==> config.mk <==
export PLATFORM = sky130hd
export DESIGN_NAME = rsmd_multidrop
export DESIGN_NICKNAME = d
export VERILOG_FILES = /design/src/design/rsmd_pkg.sv /design/src/design/rsmd_multidrop.sv /design/src/design/rsmd_fifo.sv
export SDC_FILE = /design/constraint.sdc
export NUM_CORES = 1
export LEC_CHECK = 0
export ABC_AREA = 0
export BUFFER_PORTS_ARGS = -buffer_cell sky130_fd_sc_hd__buf_4
export CORE_MARGIN = 3
export CORE_UTILIZATION = 41
export CTS_CLUSTER_DIAMETER = 30
export DETAILED_ROUTE_END_ITERATION = 7
export SYNTH_ARGS = -nofsm -noshare
export SYNTH_HDL_FRONTEND = slang
export SYNTH_SLANG_ARGS = --single-unit
==> constraint.sdc <==
create_clock -name clk -period 7.6 [get_ports clk]
set_input_delay 0 -clock clk [delete_from_list [all_inputs] [get_ports clk]]
set_output_delay 0 -clock clk [all_outputs]
set_load 0.005 [all_outputs]
==> src/design/rsmd_pkg.sv <==
/*
 * Shared constants and types for the multidrop receive filter and the
 * transceiver direction control.
 * Assumes a 32-bit peripheral bus with word-aligned registers.
 */
package rsmd_pkg;

	// Register byte addresses on the peripheral bus.
	localparam logic [31:0] RSMD_DATA_ADDR = 32'h4000_8000;
	localparam logic [31:0] RSMD_CTRL_ADDR = 32'h4000_804C;
	localparam logic [31:0] RSMD_MATCH_ADDR = 32'h4000_8050;
	localparam logic [31:0] RSMD_DELAY_ADDR = 32'h4000_8054;

	// Field positions in the multidrop control register.
	localparam int RSMD_MDROP_BIT = 0;
	localparam int RSMD_RXDIS_BIT = 1;
	localparam int RSMD_AUTO_BIT = 2;
	localparam int RSMD_SEL_BIT = 3;
	localparam int RSMD_DCTRL_BIT = 4;
	localparam int RSMD_OINV_BIT = 5;
	localparam int RSMD_CTRL_W = 6;

	// Reset values.
	localparam logic [5:0] RSMD_CTRL_RST = 6'h00;
	localparam logic [7:0] RSMD_MATCH_RST = 8'h00;
	localparam logic [7:0] RSMD_DELAY_RST = 8'h00;

	// Oversample ticks in one baud period.
	localparam int RSMD_OVERSAMPLE = 16;
	localparam logic [3:0] RSMD_LAST_TICK = 4'(RSMD_OVERSAMPLE - 1);

	// One received character: ninth bit and the data byte.
	typedef struct packed {
		logic addr_flag;
		logic [7:0] data;
	} rsmd_char_t;

	// Direction control states.
	typedef enum logic [1:0] {
		RSMD_DIR_IDLE,
		RSMD_DIR_ACTIVE,
		RSMD_DIR_HOLD
	} rsmd_dir_state_t;

endpackage

==> src/design/rsmd_multidrop.sv <==
/*
 * Multidrop extension of a UART: address filtering of 9-bit received
 * characters into a receive queue, baud oversample generator and automatic
 * transceiver direction control with a turn-off delay.
 * Assumes the UART receiver hands over whole characters with valid/ready,
 * the transmitter pulses tx_done when the final stop bit has left, and the
 * divisor latch value arrives as a port.
 */
// Contract
// - 8-bit address compare value, resets zero.
// - Wait 0..255 baud periods before release.
// - Delay timed by an 8-bit counter.
// - Multidrop flags address characters as parity error.
// - Receiver disabled: keep addresses, drop data.
// - Receiver enabled: keep all, flag addresses.
// - Both bits set: compare addresses automatically.
// - Auto, disabled: discard data and mismatches.
// - Match: store, enable receiver, signal ready.
// - Auto, enabled: mismatch disables, not stored.
// - Control bit four enables direction control.
// - Bit three picks request or terminal pin.
// - Low on transmit write, high when done.
// - Direction control overrides all except loopback.
// - Bit five inverts direction output polarity.
// - Divisor produces sixteen-times oversample enable.
`timescale 1ns/1ps

module rsmd_multidrop
	import rsmd_pkg::*;
#(
	parameter int QUEUE_DEPTH = 16
) (
	input wire logic clk,
	input wire logic sys_rst,
	input wire logic psel,
	input wire logic penable,
	input wire logic pwrite,
	input wire logic [31:0] paddr,
	input wire logic [31:0] pwdata,
	output logic [31:0] prdata,
	output logic pready,
	output logic pslverr,
	input wire logic rx_char_valid,
	input wire rsmd_char_t rx_char,
	output logic rx_char_ready,
	output logic rx_data_ready,
	output logic parity_error,
	input wire logic tx_done,
	input wire logic [15:0] divisor_value,
	output logic oversample_enable,
	input wire logic loopback_mode,
	input wire logic rts_manual_n,
	input wire logic dtr_manual_n,
	output logic rts_n,
	output logic dtr_n
);

	// Bus, register and filter state.
	logic [31:0] prdata_ff, nxt_prdata;
	logic pready_ff, nxt_pready;
	logic pslverr_ff, nxt_pslverr;
	logic [RSMD_CTRL_W-1:0] ctrl_ff, nxt_ctrl;
	logic [7:0] match_ff, nxt_match;
	logic [7:0] delay_ff, nxt_delay;
	logic rdr_ff, nxt_rdr;
	logic perr_ff, nxt_perr;
	logic setup_rd, setup_wr, mapped, thr_write;
	logic accept, store, is_addr, is_match;
	logic hw_set_rxdis, hw_clr_rxdis;
	logic q_in_ready, q_out_valid, q_pop;
	rsmd_char_t q_out;

	// Baud and direction state.
	logic [15:0] div_cnt_ff, nxt_div_cnt;
	logic os_ff, nxt_os;
	rsmd_dir_state_t dir_ff, nxt_dir;
	logic [3:0] sub_ff, nxt_sub;
	logic [7:0] hold_cnt_ff, nxt_hold_cnt;
	logic rts_n_ff, nxt_rts_n;
	logic dtr_n_ff, nxt_dtr_n;
	logic dir_level;

	// Address decode shared by reads and writes.
	function automatic logic is_mapped(input logic [31:0] a);
		return (a == RSMD_DATA_ADDR) || (a == RSMD_CTRL_ADDR) ||
			(a == RSMD_MATCH_ADDR) || (a == RSMD_DELAY_ADDR);
	endfunction

	assign setup_rd = psel && !penable && !pwrite;
	assign setup_wr = psel && !penable && pwrite;
	assign mapped = is_mapped(paddr);
	assign thr_write = setup_wr && (paddr == RSMD_DATA_ADDR);
	assign q_pop = setup_rd && (paddr == RSMD_DATA_ADDR) && q_out_valid;

	// Receive classification; the source stalls while the queue is full.
	assign accept = rx_char_valid && q_in_ready;
	assign is_addr = rx_char.addr_flag;
	assign is_match = is_addr && (rx_char.data == match_ff);

	// Decide whether an accepted character enters the queue, and what the
	// hardware does to the receive-disable bit.
	always_comb begin
		store = 1'b1;
		hw_set_rxdis = 1'b0;
		hw_clr_rxdis = 1'b0;
		if (ctrl_ff[RSMD_MDROP_BIT] && ctrl_ff[RSMD_AUTO_BIT]) begin
			if (ctrl_ff[RSMD_RXDIS_BIT]) begin
				store = is_match;
				hw_clr_rxdis = accept && is_match;
			end else if (is_addr && !is_match) begin
				store = 1'b0;
				hw_set_rxdis = accept;
			end
		end else if (ctrl_ff[RSMD_MDROP_BIT]) begin
			store = ctrl_ff[RSMD_RXDIS_BIT] ? is_addr : 1'b1;
		end
	end

	// Register writes, hardware updates of the control bits and the
	// one-cycle event pulses. A hardware change of receive-disable wins
	// over a software write in the same cycle.
	always_comb begin
		nxt_ctrl = ctrl_ff;
		nxt_match = match_ff;
		nxt_delay = delay_ff;
		if (setup_wr && paddr == RSMD_CTRL_ADDR) begin
			nxt_ctrl = pwdata[RSMD_CTRL_W-1:0];
		end
		if (setup_wr && paddr == RSMD_MATCH_ADDR) begin
			nxt_match = pwdata[7:0];
		end
		if (setup_wr && paddr == RSMD_DELAY_ADDR) begin
			nxt_delay = pwdata[7:0];
		end
		if (hw_clr_rxdis) begin
			nxt_ctrl[RSMD_RXDIS_BIT] = 1'b0;
		end
		if (hw_set_rxdis) begin
			nxt_ctrl[RSMD_RXDIS_BIT] = 1'b1;
		end
		nxt_rdr = accept && store;
		nxt_perr = accept && is_addr && ctrl_ff[RSMD_MDROP_BIT];
	end

	// Bus answer: data is latched in the setup phase and shown with ready
	// in the access phase; an unmapped address answers with an error.
	always_comb begin
		nxt_prdata = '0;
		nxt_pready = psel && !penable;
		nxt_pslverr = psel && !penable && !mapped;
		if (setup_rd) begin
			unique case (paddr)
				RSMD_DATA_ADDR: nxt_prdata = q_out_valid ?
					32'(q_out) : 32'h0000_0000;
				RSMD_CTRL_ADDR: nxt_prdata = 32'(ctrl_ff);
				RSMD_MATCH_ADDR: nxt_prdata = 32'(match_ff);
				RSMD_DELAY_ADDR: nxt_prdata = 32'(delay_ff);
				default: nxt_prdata = 32'h0000_0000;
			endcase
		end
	end

	// Bus and register flip-flops.
	always_ff @(posedge clk) begin
		if (sys_rst) begin
			prdata_ff <= 32'h0000_0000;
			pready_ff <= 1'b0;
			pslverr_ff <= 1'b0;
			ctrl_ff <= RSMD_CTRL_RST;
			match_ff <= RSMD_MATCH_RST;
			delay_ff <= RSMD_DELAY_RST;
			rdr_ff <= 1'b0;
			perr_ff <= 1'b0;
		end else begin
			prdata_ff <= nxt_prdata;
			pready_ff <= nxt_pready;
			pslverr_ff <= nxt_pslverr;
			ctrl_ff <= nxt_ctrl;
			match_ff <= nxt_match;
			delay_ff <= nxt_delay;
			rdr_ff <= nxt_rdr;
			perr_ff <= nxt_perr;
		end
	end

	// Receive queue between the filter and the register reads.
	rsmd_fifo #(
		.WIDTH($bits(rsmd_char_t)),
		.DEPTH(QUEUE_DEPTH)
	) u_receive_queue (
		.clk(clk),
		.sys_rst(sys_rst),
		.in_valid(rx_char_valid && store),
		.in_ready(q_in_ready),
		.in_data(rx_char),
		.out_valid(q_out_valid),
		.out_ready(q_pop),
		.out_data(q_out)
	);

	// Oversample generator: one tick every divisor clocks, zero taken as one.
	always_comb begin
		nxt_div_cnt = 16'(div_cnt_ff + 1'b1);
		nxt_os = 1'b0;
		if (divisor_value <= 16'h0001 ||
			div_cnt_ff >= 16'(divisor_value - 1'b1)) begin
			nxt_div_cnt = 16'h0000;
			nxt_os = 1'b1;
		end
	end

	// Direction sequencer: active from a transmit write until the final
	// stop bit, then held for the programmed number of baud periods.
	always_comb begin
		nxt_dir = dir_ff;
		nxt_sub = sub_ff;
		nxt_hold_cnt = hold_cnt_ff;
		unique case (dir_ff)
			RSMD_DIR_IDLE: begin
				if (thr_write) begin
					nxt_dir = RSMD_DIR_ACTIVE;
				end
			end
			RSMD_DIR_ACTIVE: begin
				if (tx_done && !thr_write) begin
					nxt_sub = 4'h0;
					nxt_hold_cnt = 8'h00;
					nxt_dir = (delay_ff == 8'h00) ?
						RSMD_DIR_IDLE : RSMD_DIR_HOLD;
				end
			end
			RSMD_DIR_HOLD: begin
				if (thr_write) begin
					nxt_dir = RSMD_DIR_ACTIVE;
				end else if (os_ff) begin
					nxt_sub = 4'(sub_ff + 1'b1);
					if (sub_ff == RSMD_LAST_TICK) begin
						nxt_hold_cnt = 8'(hold_cnt_ff + 1'b1);
						if (8'(hold_cnt_ff + 1'b1) >= delay_ff) begin
							nxt_dir = RSMD_DIR_IDLE;
						end
					end
				end
			end
		endcase
	end

	// Pin levels: loopback first, then automatic direction on the selected
	// pin, otherwise the ordinary modem outputs.
	always_comb begin
		dir_level = (dir_ff != RSMD_DIR_IDLE) ^ !ctrl_ff[RSMD_OINV_BIT];
		nxt_rts_n = rts_manual_n;
		nxt_dtr_n = dtr_manual_n;
		if (loopback_mode) begin
			nxt_rts_n = 1'b1;
			nxt_dtr_n = 1'b1;
		end else if (ctrl_ff[RSMD_DCTRL_BIT]) begin
			if (ctrl_ff[RSMD_SEL_BIT]) begin
				nxt_dtr_n = dir_level;
			end else begin
				nxt_rts_n = dir_level;
			end
		end
	end

	// Baud and direction flip-flops.
	always_ff @(posedge clk) begin
		if (sys_rst) begin
			div_cnt_ff <= 16'h0000;
			os_ff <= 1'b0;
			dir_ff <= RSMD_DIR_IDLE;
			sub_ff <= 4'h0;
			hold_cnt_ff <= 8'h00;
			rts_n_ff <= 1'b1;
			dtr_n_ff <= 1'b1;
		end else begin
			div_cnt_ff <= nxt_div_cnt;
			os_ff <= nxt_os;
			dir_ff <= nxt_dir;
			sub_ff <= nxt_sub;
			hold_cnt_ff <= nxt_hold_cnt;
			rts_n_ff <= nxt_rts_n;
			dtr_n_ff <= nxt_dtr_n;
		end
	end

	// Outputs, each straight from a flip-flop.
	assign prdata = prdata_ff;
	assign pready = pready_ff;
	assign pslverr = pslverr_ff;
	assign rx_char_ready = q_in_ready;
	assign rx_data_ready = rdr_ff;
	assign parity_error = perr_ff;
	assign oversample_enable = os_ff;
	assign rts_n = rts_n_ff;
	assign dtr_n = dtr_n_ff;

	// Checks on filtering, direction control and the oversample tick.
	match_write_a: assert property (@(posedge clk) disable iff (sys_rst)
		setup_wr && paddr == RSMD_MATCH_ADDR |=>
		match_ff == $past(pwdata[7:0]))
		else $error("address compare value not written");

	auto_drop_a: assert property (@(posedge clk) disable iff (sys_rst)
		accept && ctrl_ff[0] && ctrl_ff[2] && ctrl_ff[1] && !is_match
		|=> !rdr_ff && ctrl_ff[1])
		else $error("character kept while receiver disabled");

	match_enable_a: assert property (@(posedge clk) disable iff (sys_rst)
		accept && ctrl_ff[0] && ctrl_ff[2] && ctrl_ff[1] && is_match
		|=> rdr_ff && !ctrl_ff[1])
		else $error("matching address did not enable receiver");

	mismatch_off_a: assert property (@(posedge clk) disable iff (sys_rst)
		accept && ctrl_ff[0] && ctrl_ff[2] && !ctrl_ff[1] && is_addr &&
		!is_match |=> ctrl_ff[1] && !rdr_ff)
		else $error("mismatching address not rejected");

	mdrop_keep_a: assert property (@(posedge clk) disable iff (sys_rst)
		accept && ctrl_ff[0] && !ctrl_ff[2] && ctrl_ff[1]
		|=> rdr_ff == $past(is_addr))
		else $error("normal mode filtering wrong");

	addr_perr_a: assert property (@(posedge clk) disable iff (sys_rst)
		accept && ctrl_ff[0] && is_addr |=> parity_error)
		else $error("address character not flagged");

	dir_assert_a: assert property (@(posedge clk) disable iff (sys_rst)
		thr_write && ctrl_ff == 6'h10 && !loopback_mode &&
		$stable(ctrl_ff) ##1 !loopback_mode && ctrl_ff == 6'h10
		|=> !rts_n)
		else $error("direction pin not asserted on transmit write");

	dir_invert_a: assert property (@(posedge clk) disable iff (sys_rst)
		dir_ff != RSMD_DIR_IDLE && !loopback_mode && ctrl_ff == 6'h30
		|=> rts_n)
		else $error("inverted direction level wrong");

	loop_prio_a: assert property (@(posedge clk) disable iff (sys_rst)
		loopback_mode |=> rts_n && dtr_n)
		else $error("loopback did not take the pins");

	zero_delay_a: assert property (@(posedge clk) disable iff (sys_rst)
		dir_ff == RSMD_DIR_ACTIVE && tx_done && !thr_write &&
		delay_ff == 8'h00 |=> dir_ff == RSMD_DIR_IDLE)
		else $error("zero delay did not release at once");

	hold_bound_a: assert property (@(posedge clk) disable iff (sys_rst)
		dir_ff == RSMD_DIR_HOLD |-> hold_cnt_ff < delay_ff)
		else $error("turn-off counter passed programmed delay");

	tick_width_a: assert property (@(posedge clk) disable iff (sys_rst)
		oversample_enable && divisor_value > 16'h0001 &&
		$stable(divisor_value) |=> !oversample_enable)
		else $error("oversample tick wider than one clock");

	hold_cover: cover property (@(posedge clk) disable iff (sys_rst)
		dir_ff == RSMD_DIR_HOLD ##1 dir_ff == RSMD_DIR_IDLE);
	match_cover: cover property (@(posedge clk) disable iff (sys_rst)
		hw_clr_rxdis);
	reject_cover: cover property (@(posedge clk) disable iff (sys_rst)
		hw_set_rxdis);

endmodule // rsmd_multidrop

==> src/design/rsmd_fifo.sv <==
/*
 * Synchronous FIFO with valid/ready on both sides.
 * Assumes a single clock and a synchronous active-high reset.
 */
`timescale 1ns/1ps

module rsmd_fifo
	import rsmd_pkg::*;
#(
	parameter int WIDTH = 9,
	parameter int DEPTH = 16
) (
	input wire logic clk,
	input wire logic sys_rst,
	input wire logic in_valid,
	output logic in_ready,
	input wire logic [WIDTH-1:0] in_data,
	output logic out_valid,
	input wire logic out_ready,
	output logic [WIDTH-1:0] out_data
);

	localparam int AW = $clog2(DEPTH);

	logic [WIDTH-1:0] mem [DEPTH];
	logic [AW-1:0] wr_ptr_ff, nxt_wr_ptr, rd_ptr_ff, nxt_rd_ptr;
	logic [AW:0] count_ff, nxt_count;
	logic room_ff, nxt_room;
	logic push, pop;

	// Push and pop are qualified by the handshakes on each side.
	assign push = in_valid && room_ff;
	assign pop = out_ready && (count_ff != '0);
	assign in_ready = room_ff; // Straight from a flop, no inverter.
	assign out_valid = (count_ff != '0);
	assign out_data = mem[rd_ptr_ff];

	// Next pointers, fill level and full flag.
	always_comb begin
		nxt_wr_ptr = push ? AW'(wr_ptr_ff + 1'b1) : wr_ptr_ff;
		nxt_rd_ptr = pop ? AW'(rd_ptr_ff + 1'b1) : rd_ptr_ff;
		nxt_count = count_ff;
		if (push && !pop) begin
			nxt_count = (AW+1)'(count_ff + 1'b1);
		end else if (pop && !push) begin
			nxt_count = (AW+1)'(count_ff - 1'b1);
		end
		nxt_room = (nxt_count != (AW+1)'(DEPTH));
	end

	// Pointer and level registers.
	always_ff @(posedge clk) begin
		if (sys_rst) begin
			wr_ptr_ff <= '0;
			rd_ptr_ff <= '0;
			count_ff <= '0;
			room_ff <= 1'b1;
		end else begin
			wr_ptr_ff <= nxt_wr_ptr;
			rd_ptr_ff <= nxt_rd_ptr;
			count_ff <= nxt_count;
			room_ff <= nxt_room;
		end
	end

	// Storage has no reset; only pushed words are ever read.
	always_ff @(posedge clk) begin
		if (push) begin
			mem[wr_ptr_ff] <= in_data;
		end
	end

endmodule // rsmd_fifo

== Yosys cells after proc, flatten, opt, wreduce, memory -nomap -nowiden ==
Memory sizes are Yosys's and may differ from the RTL's. A register that Yosys moved wholly into a read port is not among the register bits.
Cells that the tools add are included.

* Input bits: 99
* Flip-flop bits (word level): 105
* Logic and storage cells: 142
* RAM bits: 144
* Memories: 1

* Reductions and logical operators: 48
* $add $sub $neg: 8
* $lt $le $gt $ge: 3
* Muxes and demuxes: 43
* Eq/ne operators: 17
* Bitwise logic cells: 2

{| class="wikitable"
|+ Memories
! memory !! depth !! bits a word !! read ports !! clocked after memory_dff !! write ports !! line !! text
|-
| u_receive_queue.mem || 16 || 9 || 1 || 1 || 1 || rsmd_fifo.sv:25 || <nowiki>logic [WIDTH-1:0] mem [DEPTH];</nowiki>
|}

{| class="wikitable"
|+ Operators by type and width
! operator !! number
|-
| $eq 32x31->1 const B || 4
|-
| $pmux 9 s4 || 1
|-
| $mux 8 || 4
|-
| $logic_and 1x1->1 || 24
|-
| $mux 4 || 5
|-
| $mux 1 || 19
|-
| $add 16x1->16 const B || 1
|-
| $ge 16x16->1 || 1
|-
| $le 16x1->1 const B || 1
|-
| $mux 2 || 8
|-
| $pmux 8 s2 || 1
|-
| $sub 16x1->16 const B || 1
|-
| $add 4x1->4 const B || 3
|-
| $mux 5 || 2
|-
| $ne 2x2->1 const B || 5
|-
| $reduce_and 5->1 || 2
|-
| $mux 9 || 1
|-
| $ne 3x3->1 const B || 3
|-
| $add 8x1->8 const B || 1
|-
| $eq 8x8->1 || 1
|-
| $ge 8x8->1 || 1
|-
| $logic_not 1->1 || 8
|-
| $logic_not 8->1 || 1
|-
| $pmux 4 s2 || 1
|-
| 16 further kinds || 22
|}

== Depth between registers and ports, before layout ==
Gate-level depths: netlist of run 1.

* Word-level depth: 14
* Mapped depth: 13

== By module ==
Synthesis of run 1 repeated with hierarchy kept, for this count alone.

* Cells, all modules: 818
* Area, all modules: 10785.3 um^2

{| class="wikitable"
|+ By module, submodules not included
! module !! times used !! area each (um^2) !! seq. area each (um^2) !! cells an instance
|-
| rsmd_fifo || 1 || 6319.8 || 4684.5 || 306
|-
| rsmd_multidrop || 1 || 4465.5 || 1361.3 || 512
|}

== Worst setup path before layout of run 1 ==
OpenSTA, ideal clock, no wires.

* Path type: register to register
* Start: reg match_ff[5]
* End: mem u_receive_queue.mem[3][0], enable pin
* Data required time: 7.213 ns
* Arrival time: 2.380 ns
* Path slack: 4.833 ns
* Cell stages (with the launch flop): 8
* Buffers on the path: 1
* Path through: dfxtp_1 > xor2_1 > nor4_1 > and2_1 > o221a_2 > clkbuf_1 > nand2_1 > nor3_1

* Word-level cells in the longest chain between the ends: 11

{| class="wikitable"
|+ RTL lines
! what !! line !! text
|-
| start: declaration || rsmd_multidrop.sv:63 || <nowiki>logic [7:0] match_ff, nxt_match;</nowiki>
|-
| start signal: assignment || rsmd_multidrop.sv:179 || <nowiki>match_ff <= nxt_match;</nowiki>
|-
| $eq 8x8->1 (*) || rsmd_multidrop.sv:98 || <nowiki>assign is_match = is_addr && (rx_char.data == match_ff);</nowiki>
|-
| $logic_and 1x1->1 (*) || rsmd_multidrop.sv:98 ||
|-
| $logic_not 1->1 || rsmd_multidrop.sv:110 || <nowiki>end else if (is_addr && !is_match) begin</nowiki>
|-
| $logic_and 1x1->1 || rsmd_multidrop.sv:110 ||
|-
| $mux 1 || rsmd_multidrop.sv:110 ||
|-
| $mux 1 (*) || rsmd_multidrop.sv:107 || <nowiki>if (ctrl_ff[RSMD_RXDIS_BIT]) begin</nowiki>
|-
| $mux 1 (*) || rsmd_multidrop.sv:106 || <nowiki>if (ctrl_ff[RSMD_MDROP_BIT] && ctrl_ff[RSMD_AUTO_BIT]) begin</nowiki>
|-
| $logic_and 1x1->1 (*) || rsmd_multidrop.sv:193 || <nowiki>.in_valid(rx_char_valid && store),</nowiki>
|-
| $logic_and 1x1->1 (*) || rsmd_fifo.sv:32 || <nowiki>assign push = in_valid && room_ff;</nowiki>
|-
| $mux 1 (*) || rsmd_fifo.sv:68 || <nowiki>if (push) begin</nowiki>
|-
| $mux 1 (not written as such) (*) || rsmd_fifo.sv:69 || <nowiki>mem[wr_ptr_ff] <= in_data;</nowiki>
|-
| end: declaration || rsmd_fifo.sv:25 ||
|}

Every way passes the cells marked *; elsewhere a longest branch is shown, timed or not.

== Final worst setup path of run 1 ==
* Start: reg match_ff[3]
* End: mem u_receive_queue.mem[12][6], enable pin

Same word-level chain as after synthesis.

==> flow_metrics.py, run 1 <==
metrics = {
    "grt": {
        "antenna_found_initial": 0,
        "grt_remaining_overflow": 0,
        "grt_pass1_vias": 7163,
        "grtUsageTotal": 0.169,
        "grt_max_degree": 71,
        "grt_pass1_wl_mm": 38.5,
    },
    "status": {
        "status": "completed",
    },
    "detailed_routing": {
        "viasPerCell": 5.25,
        "drtIter0Drc": 495,
        "wl_per_cell_microns": 17.5,
        "drc": 0,
        "vias": 7091,
        "detail-route-antenna-nets": 0,
        "wirelength_mm": 23.7,
        "first_pass_iters": 5,
    },
    "finish": {
        "layout_common_cells": "144 x edfxtp_1, 97 x buf_4, 85 x dfxtp_1",
        "antenna_cells": 0,
        "drive_gt1_frac": 0.240,
        "final_core_util": 0.533,
        "fill_cells": 2145,
        "syn_to_final_growth_pct": 26.6,
        "layout_commonest_cell": "edfxtp_1",
        "finalNetCount": 1121,
        "layout.cells.non_filler": 1351,
    },
    "yosys": {
        "synth_seq_area_share": 0.563,
        "async_reset_ff_frac": 0,
        "ys.flop_type": "edfxtp_1",
        "synth-edff-count": 144,
        "yosysWarningCount": 0,
        "ys_ff_latch": 230,
        "syn_avg_cell_area_sq_um": 12.7,
        "syn_area_sq_um": 10700,
        "syn-instance-count": 845,
        "yosys.cell_types.count": 64,
    },
    "pwr": {
        "vdd_drop_max_v": 0.000201,
        "leakage_nw": 4.82,
        "total_power_mw": 3.62,
        "p_per_area_nw_per_um2": 266,
    },
    "timing": {
        "finalSetupViolCount": 0,
        "relSlewSlack": 0.251,
        "worst_clock_skew_ps": 23.6,
        "fmax_ghz": 0.337,
        "final-hold-violation-count": 0,
        "tightest_slew_ps": 1110,
        "min_period_ps": 2970,
        "maxSlewViolCount": 0,
        "finalCritPeriodShare": 0.391,
        "rsz0062_at_grt": "false",
        "tns_ps": 0,
    },
    "critical_path": {
        "crit_slowest_cell": "nor2_1",
        "regToRegSetupSlack_ps": 4630,
        "startpoint": "match_ff[3]",
        "r2r-start": "match_ff[3]",
        "arrival_ps": 3120,
        "worstSetupPathType": "flip-flop to flip-flop",
        "start_kind": "flip-flop",
        "crit_path_end_kind": "flip-flop",
        "worstPathRequired_ps": 7750,
        "cp_max_fo": 14,
        "max_stage_delay_ps": 800,
        "path_cells": "xor2_1 > nor4_1 > and2_1 > o221a_2 > nand2_1 > nor2_1",
    },
    "placement": {
        "dp.cells": 1234,
        "io_buffer_count": 91,
        "gp_congestion": 0.777,
        "hpwl_mm": 16.0,
    },
    "clock_tree": {
        "cts_made_buffers": 48,
        "h-tree-depth": 2,
        "cts_tree": "done",
        "insertion_delay_ps": 540,
        "cts_buffer_depth": 3,
        "cts-root-buf": "clkbuf_16",
        "cts.clk_slew.worst_paths_ps": 50,
        "post_cts.repair.setup_buffers": 0,
        "cts_resized": 0,
        "cts_sinks": 230,
    },
    "worst_hold_path": {
        "hold_class": "primary input to flip-flop",
        "min-delay-start": "sys_rst",
    },
    "floorplanning": {
        "die_w_microns": 168,
        "initial_core_util": 0.421,
        "die_y_microns": 168,
        "top_level_ports": 139,
        "num_rows": 58,
        "coreArea_sq_um": 25500,
        "die_area_sq_um": 28100,
    },
    "flow_run": {
        "cap_violations": 0,
    },
}
## area by class of cell
| type | count | area (sq um) | area share |
|---|---|---|---|
| sequential | 230 | 6050 | 0.445 |
| multi-input combinational | 548 | 4330 | 0.319 |
| clock buffer | 54 | 1270 | 0.0939 |
| timing repair buffer | 126 | 1020 | 0.0750 |
| tap | 330 | 413 | 0.0304 |
| clock inverter | 34 | 389 | 0.0286 |
| inverter | 29 | 109 | 0.00801 |
## power breakdown
group / leakage, nW / internal [mW] / switching (mW)
sequential: 2.00 / 1.34 / 0.00768
clock: 0.812 / 1.44 / 0.670
combinational: 2.01 / 0.0719 / 0.0833
total: 4.82 / 2.86 / 0.761
## cell usage after synthesis, drive strengths merged, types with 2 or more instances
cell type,number,area [sq um]
edfxtp,144,4320
dfxtp,86,1720
nor2,71,267
nand2,58,218
mux4,45,1010
a21oi,42,210
ha,39,488
buf,35,236
inv,28,105
xnor2,27,236
xor2,26,228
clkbuf,25,93.8
nor3,21,116
nand3,20,100
mux2i,19,190
a2111oi,16,140
nor4,15,128
nand4,14,100
o21ai,13,65.1
and2,10,63.8
nor2b,10,62.6
a21o,8,60.1
or3,8,50.1
or4,8,61.3
nand2b,7,43.8
a22oi,6,45.0
and3,6,38.8
nand3b,4,30.0
o31ai,4,30.0
a211oi,3,22.5
nor4b,3,38.8
and4,2,17.5
o22a,2,17.5
## logic make-up after synthesis
| logic type | count (synthesis) | share of synthesized area |
|---|---|---|
| compound gates | 107 | 0.0660 |
| xor+xnor | 53 | 0.0433 |
| fa+ha+maj | 39 | 0.0455 |
| buf+inv | 89 | 0.0409 |
| flops | 230 | 0.563 |
| mux | 65 | 0.113 |
| other cells | 1 | 0.000350 |
| simple gates | 261 | 0.127 |
## sequential cells by signal, indices dropped and copies added (netlist names), 2 cells and up, named ones only
| name | cells |
|---|---|
| match_ff | 8 |
| dir_ff | 2 |
| prdata | 9 |
| u_receive_queue.wr_ptr_ff | 4 |
| ctrl_ff | 6 |
| sub_ff | 4 |
| div_cnt_ff | 16 |
| u_receive_queue.mem | 144 |
| u_receive_queue.count_ff | 5 |
| hold_cnt_ff | 8 |
| delay_ff | 8 |
| u_receive_queue.rd_ptr_ff | 4 |
## metrics by stage
step                hold slack [ps]  setup slack, ps  area (sq um)
detailed placement              197             4290         11600
global route                   54.7             4340         13600
floorplan                      97.3             4830         10800
global placement                198             4330         11600
CTS                            24.8             4550         13600
finish                         25.7             4630         13600
## what timing repair did
action	in CTS	in global routing
hold buffers	29	0
endpoints found under the setup margin	0	0
hold endpoints to repair	171	0
## worst max-delay path: cells and delay by family (launching register included)
kind             cells  cell delay (ps)
XOR/XNOR             1              170
AND/OR/NAND/NOR      4             1670
AO/OA/AOI/OAI        1              440
flip-flops           1              320
## per-layer routing
layer	up-vias	GRT usage	part of all wire
met1	3412	0.228	0.44
li1	3426	-	-
met2	219	0.277	0.48
met3	34	0.0427	0.060
met4	0	0.0413	0.017
met5	-	0	0
## path summary, 6_finish.rpt
path,to,depth (start not counted)
setup / recovery,u_receive_queue.mem[12][6],6
hold / removal,u_receive_queue.wr_ptr_ff[0],2
setup reg to reg,u_receive_queue.mem[12][6],6
hold reg to reg,hold_cnt_ff[7],2
(Power assumes the default switching activity.)
==> run 2: changes to the inputs <==
==> constraint.sdc (replaced) <==
create_clock -name clk -period 3.06 [get_ports clk]
set_input_delay 0 -clock clk [delete_from_list [all_inputs] [get_ports clk]]
set_output_delay 0 -clock clk [all_outputs]
set_load 0.005 [all_outputs]
==> flow_metrics.py, run 2 (synthesis gave the netlist of run 1 again) <==
metrics = {
    "detailed_routing": {
        "wl_per_cell_microns": 17.5,
        "drc": 0,
        "viasPerCell": 5.24,
        "detail-route-antenna-nets": 0,
        "first_pass_iters": 5,
        "wirelength_mm": 23.7,
        "drtIter0Drc": 424,
        "vias": 7093,
    },
    "finish": {
        "largest_reg_flops": 144,
        "finalNetCount": 1129,
        "layout.cells.non_filler": 1354,
        "drive_gt1_frac": 0.246,
        "layout_commonest_cell": "edfxtp_1",
        "regMostFlops": "u_receive_queue.mem",
        "layout_common_cells": "144 x edfxtp_1, 111 x buf_4, 84 x dfxtp_1",
        "fin_area_sq_um": 13500,
        "fill_cells": 2167,
        "antenna_cells": 0,
        "syn_to_final_growth_pct": 26.3,
    },
    "clock_tree": {
        "h-tree-depth": 2,
        "cts_sinks": 230,
        "cts_made_buffers": 41,
        "cts_buffer_depth": 3,
        "cts.clk_slew.worst_paths_ps": 50,
        "cts-root-buf": "clkbuf_16",
        "cts_tree": "done",
        "insertion_delay_ps": 530,
    },
    "critical_path": {
        "worstSetupPathType": "flip-flop to flip-flop",
        "start_kind": "flip-flop",
        "r2r-start": "hold_cnt_ff[2]",
        "cp_max_fo": 5,
        "arrival_ps": 3270,
        "worstPathRequired_ps": 3520,
        "crit_path_end_kind": "flip-flop",
        "startpoint": "hold_cnt_ff[2]",
    },
    "grt": {
        "grt_pass1_vias": 7188,
        "grt_pass1_wl_mm": 38.8,
        "antenna_found_initial": 0,
        "grt_max_degree": 71,
        "grtUsageTotal": 0.170,
        "grt_remaining_overflow": 0,
    },
    "placement": {
        "post_dp_cell_area_sq_um": 11800,
        "io_buffer_count": 91,
        "dp.cells": 1250,
        "hpwl_mm": 16.3,
        "gp_congestion": 0.803,
    },
    "floorplanning": {
        "top_level_ports": 139,
        "num_rows": 58,
        "die_area_sq_um": 28100,
        "die_w_microns": 168,
        "die_y_microns": 168,
        "coreArea_sq_um": 25500,
        "initial_core_util": 0.421,
    },
    "timing": {
        "tns_ps": 0,
        "maxSlewViolCount": 0,
        "worst_clock_skew_ps": 20.2,
        "rsz0062_at_grt": "false",
        "finalCritPeriodShare": 0.917,
        "final-hold-violation-count": 0,
        "fmax_ghz": 0.356,
        "finalSetupViolCount": 0,
        "tightest_slew_ps": 770,
        "relSlewSlack": 0.486,
        "min_period_ps": 2810,
    },
    "worst_hold_path": {
        "hold_class": "primary input to flip-flop",
        "min-delay-start": "sys_rst",
    },
    "pwr": {
        "vdd_drop_max_v": 0.000429,
        "total_power_mw": 8.49,
        "leakage_nw": 4.82,
        "p_per_area_nw_per_um2": 626,
    },
    "status": {
        "status": "completed",
    },
    "flow_run": {
        "cap_violations": 0,
    },
}
==> run 2: per-stage QoR <==
| step | util | worst slack, ps | hold slack [ps] |
|---|---|---|---|
| global route | 0.532 | 15.9 | 61.8 |
| floorplan | - | 293 | 97.3 |
| finish | 0.532 | 254 | 36.6 |
| detailed placement | 0.462 | 123 | 205 |
| global placement | 0.462 | 254 | 198 |
| CTS | 0.532 | 274 | 29.2 |
==> run 2: layer usage <==
metal,vias up,wire length (microns),global-route usage
met5,-,0,0
li1,3434,-,-
met4,0,472,0.0462
met1,3433,10500,0.228
met3,41,1250,0.0340
met2,185,11400,0.283
==> run 2: critical path: stages, from the launching register on <==
cell and delay (ps):
dfxtp_1 390, nand3_1 170, inv_1 120, nand3_1 140, nor2_2 140, xor2_1 90
ha_1 200, or3_1 370, nor2_1 90, o21ai_0 120, nor2b_1 180, o211ai_1 180
dlygate4sd3_1 570
==> run 2: power by group <==
group          total, mW  switching (mW)  internal, mW
clock               4.75            1.61          3.13
combinational      0.386           0.206         0.180
sequential          3.35          0.0194          3.33
==> run 2: cell type report <==
cell class / instances / area (sq um) / share of cell area
clock buffer: 48 / 1140 / 0.0839
tap: 330 / 413 / 0.0305
inverter: 29 / 109 / 0.00804
timing repair buffer: 141 / 1150 / 0.0852
clock inverter: 28 / 350 / 0.0259
multi-input combinational: 548 / 4340 / 0.320
sequential: 230 / 6050 / 0.447
==> run 2: worst paths after layout <==
path | to | slack (ps) | cells after the start
setup / recovery | dir_ff[1] | 250 | 12
hold / removal | u_receive_queue.wr_ptr_ff[0] | 40 | 2
setup reg to reg | dir_ff[1] | 250 | 12
hold reg to reg | hold_cnt_ff[7] | 470 | 2
==> run 2: repair_timing <==
action | 4_1_cts | 5_1_grt
hold endpoints to repair | 172 | 0
setup endpoints to repair | 0 | 1
setup buffers | 0 | 0
hold buffers | 28 | 0
resized for setup | 0 | 2
==> run 3: changes to the inputs <==
--- a/config.mk
+++ b/config.mk
@@ -7,10 +7,11 @@
 export LEC_CHECK = 0
 export ABC_AREA = 0
 export BUFFER_PORTS_ARGS = -buffer_cell sky130_fd_sc_hd__buf_4
-export CORE_MARGIN = 3
+export CORE_MARGIN = 10
 export CORE_UTILIZATION = 41
 export CTS_CLUSTER_DIAMETER = 30
 export DETAILED_ROUTE_END_ITERATION = 7
+export REMOVE_ABC_BUFFERS = 1
 export SYNTH_ARGS = -nofsm -noshare
 export SYNTH_HDL_FRONTEND = slang
 export SYNTH_SLANG_ARGS = --single-unit
==> flow_metrics.py, run 3 (synthesis gave the netlist of run 1 again) <==
metrics = {
    "finish": {
        "drive_gt1_frac": 0.246,
        "antenna_cells": 0,
        "layout_common_cells": "144 x edfxtp_1, 111 x buf_4, 85 x dfxtp_1",
        "regMostFlops": "u_receive_queue.mem",
        "fill_cells": 2208,
        "finalNetCount": 1132,
        "largest_reg_flops": 144,
        "layout.cells.non_filler": 1367,
        "layout_commonest_cell": "edfxtp_1",
        "syn_to_final_growth_pct": 28.2,
    },
    "timing": {
        "whs_ps": 6.01,
        "maxSlewViolCount": 0,
        "tightest_slew_ps": 747,
        "tns_ps": 0,
        "finalCritPeriodShare": 0.874,
        "relSlewSlack": 0.502,
        "rsz0062_at_grt": "false",
        "finalSetupViolCount": 0,
        "worst_clock_skew_ps": 16.3,
        "min_period_ps": 2680,
        "final-hold-violation-count": 0,
        "fmax_ghz": 0.374,
        "setup_ws_ps": 385,
    },
    "placement": {
        "hpwl_mm": 16.6,
        "dp.cells": 1255,
        "io_buffer_count": 91,
        "dpl_worst_slack_ps": 189,
        "gp_congestion": 0.793,
    },
    "grt": {
        "grt_max_degree": 71,
        "grt_remaining_overflow": 0,
        "grt_pass1_wl_mm": 38.8,
        "grtUsageTotal": 0.142,
        "antenna_found_initial": 0,
        "grt_pass1_vias": 7435,
    },
    "critical_path": {
        "crit_path_end_kind": "flip-flop",
        "r2r_cells": 7,
        "crit_slowest_cell": "nor4_1",
        "regToRegSetupSlack_ps": 380,
        "cp_max_fo": 14,
        "arrival_ps": 2890,
        "path_cells": "xor2_1 > nor4_1 > and2_1 > o221a_2 > nand2_1 > nor3_1 > buf_4",
        "worstPathRequired_ps": 3270,
        "startpoint": "match_ff[4]",
        "max_stage_delay_ps": 480,
        "worstSetupEndpoint": "u_receive_queue.mem[0][4]",
        "start_kind": "flip-flop",
        "r2r_end": "u_receive_queue.mem[0][4]",
        "worstSetupPathType": "flip-flop to flip-flop",
        "r2r-start": "match_ff[4]",
    },
    "floorplanning": {
        "die_y_microns": 182,
        "die_area_sq_um": 33000,
        "initial_core_util": 0.414,
        "top_level_ports": 139,
        "num_rows": 59,
        "coreArea_sq_um": 25900,
        "die_w_microns": 182,
    },
    "pwr": {
        "leakage_nw": 4.93,
        "p_per_area_nw_per_um2": 664,
        "vdd_drop_max_v": 0.000487,
        "total_power_mw": 9.14,
    },
    "clock_tree": {
        "post_cts.repair.setup_buffers": 0,
        "cts-root-buf": "clkbuf_16",
        "insertion_delay_ps": 530,
        "cts.clk_slew.worst_paths_ps": 40,
        "cts_tree": "done",
        "cts_made_buffers": 47,
        "cts_buffer_depth": 3,
        "cts_sinks": 230,
        "h-tree-depth": 2,
    },
    "flow_run": {
        "cap_violations": 0,
    },
    "detailed_routing": {
        "first_pass_iters": 5,
        "drtIter0Drc": 358,
        "drc": 0,
        "wirelength_mm": 23.6,
        "vias": 7023,
        "wl_per_cell_microns": 17.2,
        "viasPerCell": 5.14,
        "detail-route-antenna-nets": 0,
    },
    "status": {
        "status": "completed",
    },
    "worst_hold_path": {
        "hold_class": "primary input to flip-flop",
    },
}
## run 3: cell count changes in the layout (fill, tap and decap cells not counted), sizes merged
| cell | change |
|---|---|
| bufinv | +3 |
| clkbuf | +12 |
| clkinv | +3 |
| clkinvlp | -1 |
| dlygate4sd3 | -3 |
| inv | -6 |
## run 3: per-stage QoR
step	utilization	instance area [sq um]
after global routing	0.531	13800
after global placement	0.455	11800
final	0.531	13800
after CTS	0.531	13800
after floorplan	-	10500
after detailed placement	0.455	11800
## run 3: critical path, delay by kind of cell, from the launching register on
kind / cells / cell delay [ps]
and+or+nand+nor: 4 / 1190
AOI/OAI and AO/OA: 1 / 450
DFF: 1 / 320
buffers and inverters: 1 / 240
xor gates and xnor gates: 1 / 160
## run 3: final cells by class
type / count / area [sq um] / share of cell area
Clock inverter: 27 / 365 / 0.0266
Clock buffer: 60 / 1360 / 0.0989
Inverter: 29 / 109 / 0.00791
Tap cell: 335 / 419 / 0.0305
Multi-Input combinational cell: 548 / 4330 / 0.315
Sequential cell: 230 / 6050 / 0.440
Timing Repair Buffer: 138 / 1120 / 0.0817
## run 3: how the worst min path moves through the flow
stage,from,cells after the start,endpoint,slack [ps]
after floorplan,sys_rst,1,delay_ff[0],70
after global placement,loopback_mode,3,rts_n,190
after detailed placement,loopback_mode,3,rts_n,190
after CTS,psel,3,pready,0.6
after global routing,psel,3,pready,20
final,psel,3,pready,6
## run 3: metal layers
layer | vias up | wire length (microns) | global-route usage
met5 | - | 0 | 0
met3 | 38 | 1380 | 0.0350
li1 | 3441 | - | -
met1 | 3367 | 10400 | 0.180
met4 | 0 | 466 | 0.0404
met2 | 177 | 11300 | 0.237
## run 3: power breakdown
part / total, mW / switching [mW] / internal, mW / leakage, nW
clock: 5.40 / 1.60 / 3.80 / 0.839
sequential: 3.36 / 0.0185 / 3.34 / 2.00
combinational: 0.384 / 0.205 / 0.180 / 2.09
## run 3: timing repair
action,CTS,global route
resized for setup,0,0
endpoints found under the hold margin,172,0
hold buffers,25,0
